### src/splc_regs.vh
// splc_regs.vh: timing counts and encodings for the serializer power/lock control
// assumes inclusion by bare name from the design files
`ifndef SPLC_REGS_VH
`define SPLC_REGS_VH
`define SPLC_LOCK_CYCLES 15'd16385
`define SPLC_LOCK_LAST 15'd16384
`define SPLC_CNT_W 15
`define SPLC_RNG_3_5 2'h0
`define SPLC_RNG_5_10 2'h1
`define SPLC_RNG_10_20 2'h2
`define SPLC_RNG_20_35 2'h3
`define SPLC_BAND_W 4
`define SPLC_BAND_3_5 4'h1
`define SPLC_BAND_5_10 4'h2
`define SPLC_BAND_10_20 4'h4
`define SPLC_BAND_20_35 4'h8
`endif

### src/splc_power_lock.v
// splc_power_lock.v: power state, range decode and lock sequencing of the serial transmitter
// assumes clk is the parallel clock from the host; pins arrive asynchronously
//
// How it works
// RL1: range select picks one of four clock bands
// RL2: host supplies in-band parallel clock
// RL3: power-down halts multiplier, termination off, output floats
// RL4: release starts lock, reconnects termination
// RL5: no data until lock; output held zero
// RL6: lock lasts 16385 parallel clock cycles
// RL7: missing input supply forces power-down, ignores inputs
// RL8: host keeps power and clock stable
// RL9: parallel clock captures inputs, references multiplier
// RL10: unconnected range and power-down read low
// RL11: power-down clears lock counter
`timescale 1ns/1ps
`include "splc_regs.vh"
module splc_power_lock (
    input wire clk,
    input wire arst_n,
    input wire clk_en,
    input wire power_down_n,
    input wire freq_range_sel_lo,
    input wire freq_range_sel_hi,
    input wire input_buffer_supply,
    output reg pll_run_ff,
    output reg term_en_ff,
    output reg out_drive_en_ff,
    output reg out_hold_zero_ff,
    output reg locked_ff,
    output reg input_capture_en_ff,
    output reg [1:0] freq_range_ff,
    output reg [`SPLC_BAND_W-1:0] band_sel_ff
);
    localparam ST_DOWN = 3'b001;
    localparam ST_LOCK = 3'b010;
    localparam ST_RUN = 3'b100;

    reg rst_meta_ff;
    reg rst_sync_ff;
    wire rst_n = rst_sync_ff;
    always @(posedge clk or negedge arst_n) begin
        if (!arst_n) begin
            rst_meta_ff <= 1'b0;
            rst_sync_ff <= 1'b0;
        end else begin
            rst_meta_ff <= 1'b1;
            rst_sync_ff <= rst_meta_ff;
        end
    end

    wire pd_n_s;
    wire rng_lo_s;
    wire rng_hi_s;
    wire supply_s;
    // all pins sampled on the parallel clock RL9
    splc_sync2 #(
        .RST_VAL(1'b0)
    ) u_pd (
        .clk(clk),
        .arst_n(rst_n),
        .ce(clk_en),
        .d(power_down_n),
        .q(pd_n_s)
    );
    splc_sync2 #(
        .RST_VAL(1'b0)
    ) u_rlo (
        .clk(clk),
        .arst_n(rst_n),
        .ce(clk_en),
        .d(freq_range_sel_lo),
        .q(rng_lo_s)
    );
    splc_sync2 #(
        .RST_VAL(1'b0)
    ) u_rhi (
        .clk(clk),
        .arst_n(rst_n),
        .ce(clk_en),
        .d(freq_range_sel_hi),
        .q(rng_hi_s)
    );
    // supply reset low, so power-down stays forced until the supply is seen
    splc_sync2 #(
        .RST_VAL(1'b0)
    ) u_sup (
        .clk(clk),
        .arst_n(rst_n),
        .ce(clk_en),
        .d(input_buffer_supply),
        .q(supply_s)
    );

    // without the input supply every pin is ignored and power-down forced RL7
    wire pd_eff_n = supply_s & pd_n_s;
    // pins reset and default low, so floating inputs mean power-down, lowest band RL10
    wire [1:0] rng_eff = supply_s ? {rng_hi_s, rng_lo_s} : `SPLC_RNG_3_5;

    reg [2:0] state_ff;
    reg [2:0] nxt_state;
    reg [`SPLC_CNT_W-1:0] cnt_ff;
    reg [`SPLC_CNT_W-1:0] nxt_cnt;
    reg [`SPLC_BAND_W-1:0] nxt_band;

    always @* begin
        case (rng_eff) // RL1
            `SPLC_RNG_3_5: nxt_band = `SPLC_BAND_3_5;
            `SPLC_RNG_5_10: nxt_band = `SPLC_BAND_5_10;
            `SPLC_RNG_10_20: nxt_band = `SPLC_BAND_10_20;
            `SPLC_RNG_20_35: nxt_band = `SPLC_BAND_20_35;
            default: nxt_band = `SPLC_BAND_3_5;
        endcase
    end

    always @* begin
        nxt_state = state_ff;
        nxt_cnt = cnt_ff;
        case (state_ff)
            ST_DOWN: begin
                nxt_cnt = {`SPLC_CNT_W{1'b0}}; // RL11
                if (pd_eff_n) begin
                    nxt_state = ST_LOCK; // RL4
                end
            end
            ST_LOCK: begin
                if (!pd_eff_n) begin
                    nxt_state = ST_DOWN;
                    nxt_cnt = {`SPLC_CNT_W{1'b0}}; // RL11
                end else if (cnt_ff == `SPLC_LOCK_LAST) begin
                    nxt_state = ST_RUN; // RL6
                    nxt_cnt = {`SPLC_CNT_W{1'b0}};
                end else begin
                    nxt_cnt = cnt_ff + 1'b1; // RL6
                end
            end
            ST_RUN: begin
                if (!pd_eff_n) begin
                    nxt_state = ST_DOWN; // RL3
                end
            end
            default: begin
                nxt_state = ST_DOWN;
                nxt_cnt = {`SPLC_CNT_W{1'b0}};
            end
        endcase
    end

    always @(posedge clk or negedge rst_n) begin
        if (!rst_n) begin
            state_ff <= ST_DOWN;
            cnt_ff <= {`SPLC_CNT_W{1'b0}};
        end else if (clk_en) begin
            state_ff <= nxt_state;
            cnt_ff <= nxt_cnt;
        end
    end

    // state outputs follow the next state so they change in the same cycle as it; range and band outputs follow rng_eff
    always @(posedge clk or negedge rst_n) begin
        if (!rst_n) begin
            pll_run_ff <= 1'b0;
        end else if (clk_en) begin
            pll_run_ff <= (nxt_state != ST_DOWN); // RL3
        end
    end

    always @(posedge clk or negedge rst_n) begin
        if (!rst_n) begin
            term_en_ff <= 1'b0;
        end else if (clk_en) begin
            term_en_ff <= (nxt_state != ST_DOWN); // RL4
        end
    end

    always @(posedge clk or negedge rst_n) begin
        if (!rst_n) begin
            out_drive_en_ff <= 1'b0;
        end else if (clk_en) begin
            out_drive_en_ff <= (nxt_state == ST_RUN); // RL5
        end
    end

    always @(posedge clk or negedge rst_n) begin
        if (!rst_n) begin
            out_hold_zero_ff <= 1'b0;
        end else if (clk_en) begin
            out_hold_zero_ff <= (nxt_state == ST_LOCK); // RL5
        end
    end

    always @(posedge clk or negedge rst_n) begin
        if (!rst_n) begin
            locked_ff <= 1'b0;
        end else if (clk_en) begin
            locked_ff <= (nxt_state == ST_RUN); // RL6
        end
    end

    always @(posedge clk or negedge rst_n) begin
        if (!rst_n) begin
            input_capture_en_ff <= 1'b0;
        end else if (clk_en) begin
            input_capture_en_ff <= (nxt_state == ST_RUN) & supply_s; // RL9
        end
    end

    always @(posedge clk or negedge rst_n) begin
        if (!rst_n) begin
            freq_range_ff <= `SPLC_RNG_3_5;
        end else if (clk_en) begin
            freq_range_ff <= rng_eff; // RL1
        end
    end

    always @(posedge clk or negedge rst_n) begin
        if (!rst_n) begin
            band_sel_ff <= `SPLC_BAND_3_5;
        end else if (clk_en) begin
            band_sel_ff <= nxt_band; // RL1
        end
    end
endmodule // splc_power_lock

### src/splc_sync2.v
// splc_sync2.v: two-flop synchroniser for one asynchronous level
// assumes clk is the parallel clock; reset value is a constant parameter
`timescale 1ns/1ps
module splc_sync2 #(
    parameter RST_VAL = 1'b0
) (
    input wire clk,
    input wire arst_n,
    input wire ce,
    input wire d,
    output wire q
);
    reg meta_ff;
    reg q_ff;
    always @(posedge clk or negedge arst_n) begin
        if (!arst_n) begin
            meta_ff <= RST_VAL;
            q_ff <= RST_VAL;
        end else if (ce) begin
            meta_ff <= d;
            q_ff <= meta_ff;
        end
    end
    assign q = q_ff;
endmodule // splc_sync2

### config.mk
export PLATFORM = sky130hd
export DESIGN_NAME = splc_power_lock
export DESIGN_NICKNAME = d
export VERILOG_FILES = /design/src/splc_power_lock.v /design/src/splc_sync2.v
export VERILOG_INCLUDE_DIRS = /design/src
export SDC_FILE = /design/constraint.sdc
export NUM_CORES = 1
export LEC_CHECK = 0
export BUFFER_PORTS_ARGS = -buffer_cell sky130_fd_sc_hd__buf_4
export CORE_MARGIN = 2
export CORE_UTILIZATION = 45
export CTS_CLUSTER_SIZE = 20
export DETAILED_ROUTE_END_ITERATION = 10
export RECOVER_POWER = 100
export SYNTH_ARGS = -nofsm -noshare
export SYNTH_HDL_FRONTEND = slang
export SYNTH_SLANG_ARGS = --single-unit
### constraint.sdc
create_clock -name clk -period 2.6 [get_ports clk]
set_clock_uncertainty 0.2 [all_clocks]
set_input_delay 0.52 -clock clk [delete_from_list [all_inputs] [get_ports clk]]
set_output_delay 0.52 -clock clk [all_outputs]
set_load 0.005 [all_outputs]
==> impl_metrics.csv <==
group,metric,value,unit
critical_path,required,2.55,ns
global_routing,track_usage,17.22,%
detailed_routing,wl_per_cell,14.29,µm
detailed_routing,vias,1364,
critical_path,r2r_slack,0.42,ns
critical_path,cp_slowest_cell,"a21oi_2",
timing,finalCritPeriodShare,84.01,%
critical_path,cp.arrival,2.14,ns
hold_path,hold_path_class,"reg -> reg",
timing,hold_slack,0.1503,ns
timing,setup_viol,0,
run_status,status,"completed",
synthesis,async_flop_share,100.0,%
layout,final_common_cell,"dfrtp_1",
layout,final_layout_size_suffix_gt1_share,20.10,%
hold_path,hp-start,"rst_meta_ff",
critical_path,max_stage_delay,0.51,ns
die,die_h,67.80,µm
synthesis,syn_nets,183,
detailed_routing,drc,0,
clock_tree,cts_setup_buffers,0,
hold_path,hold_depth,0,
pwr,power_per_cell_area,574.9,nW/µm²
critical_path,path_buf_inv,1,
global_routing,antenna_found_initial,0,
synthesis,ys_seq_area_share,52.05,%
die,die_w,67.80,µm
global_routing,gr-max-usage-layer,"met1",
layout,final_nets,202,
global_routing,grt_pass1_vias,1185,
clock_tree,clkSinkCount,38,
detailed_routing,routed_via_density,5.590,
place,gp_congestion,0.7685,
global_routing,grt_start_max_net_pins,43,
clock_tree,cts_buffer_depth,2,
die,io_pins,19,
critical_path,cp_cell_sequence,"inv_1 -> ha_1 -> nor4b_1 -> nand4_1 -> a21oi_2 -> nor2_1",
critical_path,cp-end-kind,"flip-flop",
synthesis,synth_cell_type_count,41,
die,std_cell_rows,23,
synthesis,yosys_warnings,0,
global_routing,met1_usage,25.05,%
clock_tree,root_buffer,"clkbuf_8",
global_routing,grt_pass1_wl,5.782,mm
synthesis,avgSynthCellArea,10.53,µm²
critical_path,rr_endpoint,"cnt_ff[8]",
timing,tightest_slew,0.8787,ns
layout,n_antenna_cell,0,
detailed_routing,firstDrtPassIters,4,
clock_tree,clk_latency,0.29,ns
timing,fmax,0.4578,GHz
synthesis,synth_edf_count,0,
die,die-area,4597,µm²
timing,slew_headroom,41.42,%
detailed_routing,drt_iter0_drc,98,
clock_tree,clk_pin_slew,0.07,ns
critical_path,cp-startpoint,"cnt_ff[0]",
critical_path,crit_path_start_kind,"flip-flop",
critical_path,path_max_fanout,10,
clock_tree,cts_tree,"built",
synthesis,postSynthCellCount,174,
job,max_cap_viol_count,0,
layout,final_cell_mix,"dfrtp_1 (36), o21ai_0 (16), inv_1 (14)",
global_routing,use_met2,24.39,%
layout,area_growth,12.64,%
detailed_routing,routed_wl,3.487,mm
synthesis,syn-cell-area,1832,µm²
pwr,p_leak,0.8505,nW
timing,setup_tns,0,ns
timing,rsz0062_at_grt,"false",
hold_path,hold-path-endpoint,"rst_n",
synthesis,synth-seq-cells,38,
global_routing,grt.overflow.total,0,
critical_path,r2r_cells,6,
critical_path,path_class,"reg -> reg",
die,coreArea,3971,µm²
clock_tree,cts_buffers,5,
timing,slew_viol_final,0,
place,portBuffers,18,
critical_path,r2r-start,"cnt_ff[0]",
global_routing,gr-usage-met3,4.000,%
detailed_routing,antenna_left,0,
pwr,peakVddDrop,0.3185,mV
timing,hold_viol_final,0,
critical_path,crit_family,"simple AND/OR/NAND/NOR gates",
layout,fillers,374,
clock_tree,cts_max_level,2,
synthesis,yosys_most_used_dff,"dfrtp_1",
die,start_util,46.12,%
timing,post-route-min-period,2.184,ns
place,hpwl,2.347,mm
-- flip-flops by register name, summed over array words and instances (netlist names) --
register / count
u_sup.q: 1
u_rlo.q: 1
u_rhi.q: 1
state_ff: 3
u_pd.q: 1
input_capture_en_ff: 1
band_sel_ff: 4
freq_range_ff: 2
cnt_ff: 15
u_sup.meta_ff: 1
term_en_ff: 1
rst_n: 1
u_rlo.meta_ff: 1
u_rhi.meta_ff: 1
rst_meta_ff: 1
out_hold_zero_ff: 1
u_pd.meta_ff: 1
locked_ff: 1
-- worst max path at each step --
| stage | slack [ns] | cells past startpoint | endpoint |
|---|---|---|---|
| after floorplan | 0.86 | 6 | state_ff[2] |
| after global placement | 0.61 | 4 | cnt_ff[3] |
| after detailed placement | 0.56 | 4 | cnt_ff[8] |
| after CTS | 0.51 | 4 | cnt_ff[6] |
| after global routing | 0.24 | 4 | cnt_ff[8] |
| final | 0.42 | 6 | cnt_ff[8] |
-- layout make-up --
cell class | instances | area (µm²) | area share (%)
sequential | 38 | 953.4 | 46.21
multi-input combinational | 114 | 768.2 | 37.23
timing repair buffer | 20 | 143.9 | 6.974
clock buffer | 6 | 72.57 | 3.517
tap | 50 | 62.56 | 3.032
inverter | 14 | 52.55 | 2.547
clock inverter | 2 | 10.01 | 0.4851
-- synthesized netlist by cell type, types with 3 or more instances --
cell type / n / area [µm²]
a21oi_1: 7 / 35.03
a31oi_1: 4 / 25.02
clkbuf_1: 5 / 18.77
dfrtp_1: 36 / 900.9
inv_1: 14 / 52.55
mux2_2: 8 / 90.09
nand2_1: 8 / 30.03
nand3_1: 11 / 55.05
nand4_1: 6 / 37.54
nand4b_1: 3 / 26.28
nor2_1: 10 / 37.54
o21ai_0: 16 / 80.08
or3_1: 4 / 25.02
or4_1: 3 / 22.52
xor2_1: 4 / 35.03
-- logic make-up after synthesis --
group / after synthesis / share of synthesized area [%]
other cells: 1 / 0.2047
compound gates: 36 / 11.61
buf+inv: 22 / 5.328
flops: 38 / 52.05
simple gates: 62 / 22.13
mux: 8 / 4.918
xor+xnor: 5 / 2.391
fa+ha+maj: 2 / 1.366
-- layer usage --
| metal | share of wire (%) | wire length [µm] |
|---|---|---|
| met5 | 0 | 0 |
| met4 | 1.7 | 61 |
| met3 | 4.2 | 147 |
| met2 | 45 | 1579 |
| met1 | 49 | 1698 |
-- power breakdown --
part           internal [W]  switching [W]
sequential         0.000633      0.0000396
clock              0.000186       0.000205
combinational     0.0000631      0.0000591
-- stage by stage --
step                      cell area [µm²]  util (%)  worst slack [ns]   power, W  cells
final                                2063     51.95            0.4157   0.001186    244
after global routing                 2063     51.95            0.2387   0.001256    244
after CTS                            2085     52.49            0.5073   0.001204    244
after detailed placement             1992     50.16            0.5572  0.0008125    235
after global placement               1992     50.16            0.6133  0.0008058    235
after floorplan                      1832         -            0.8574  0.0007537    174
-- what timing repair did --
item,4_1_cts,5_1_grt
resized for setup,0,0
endpoints found under the hold margin,2,0
hold buffers,1,0
setup endpoints to repair,0,0
Note: power is estimated with default switching activity, not from simulation.
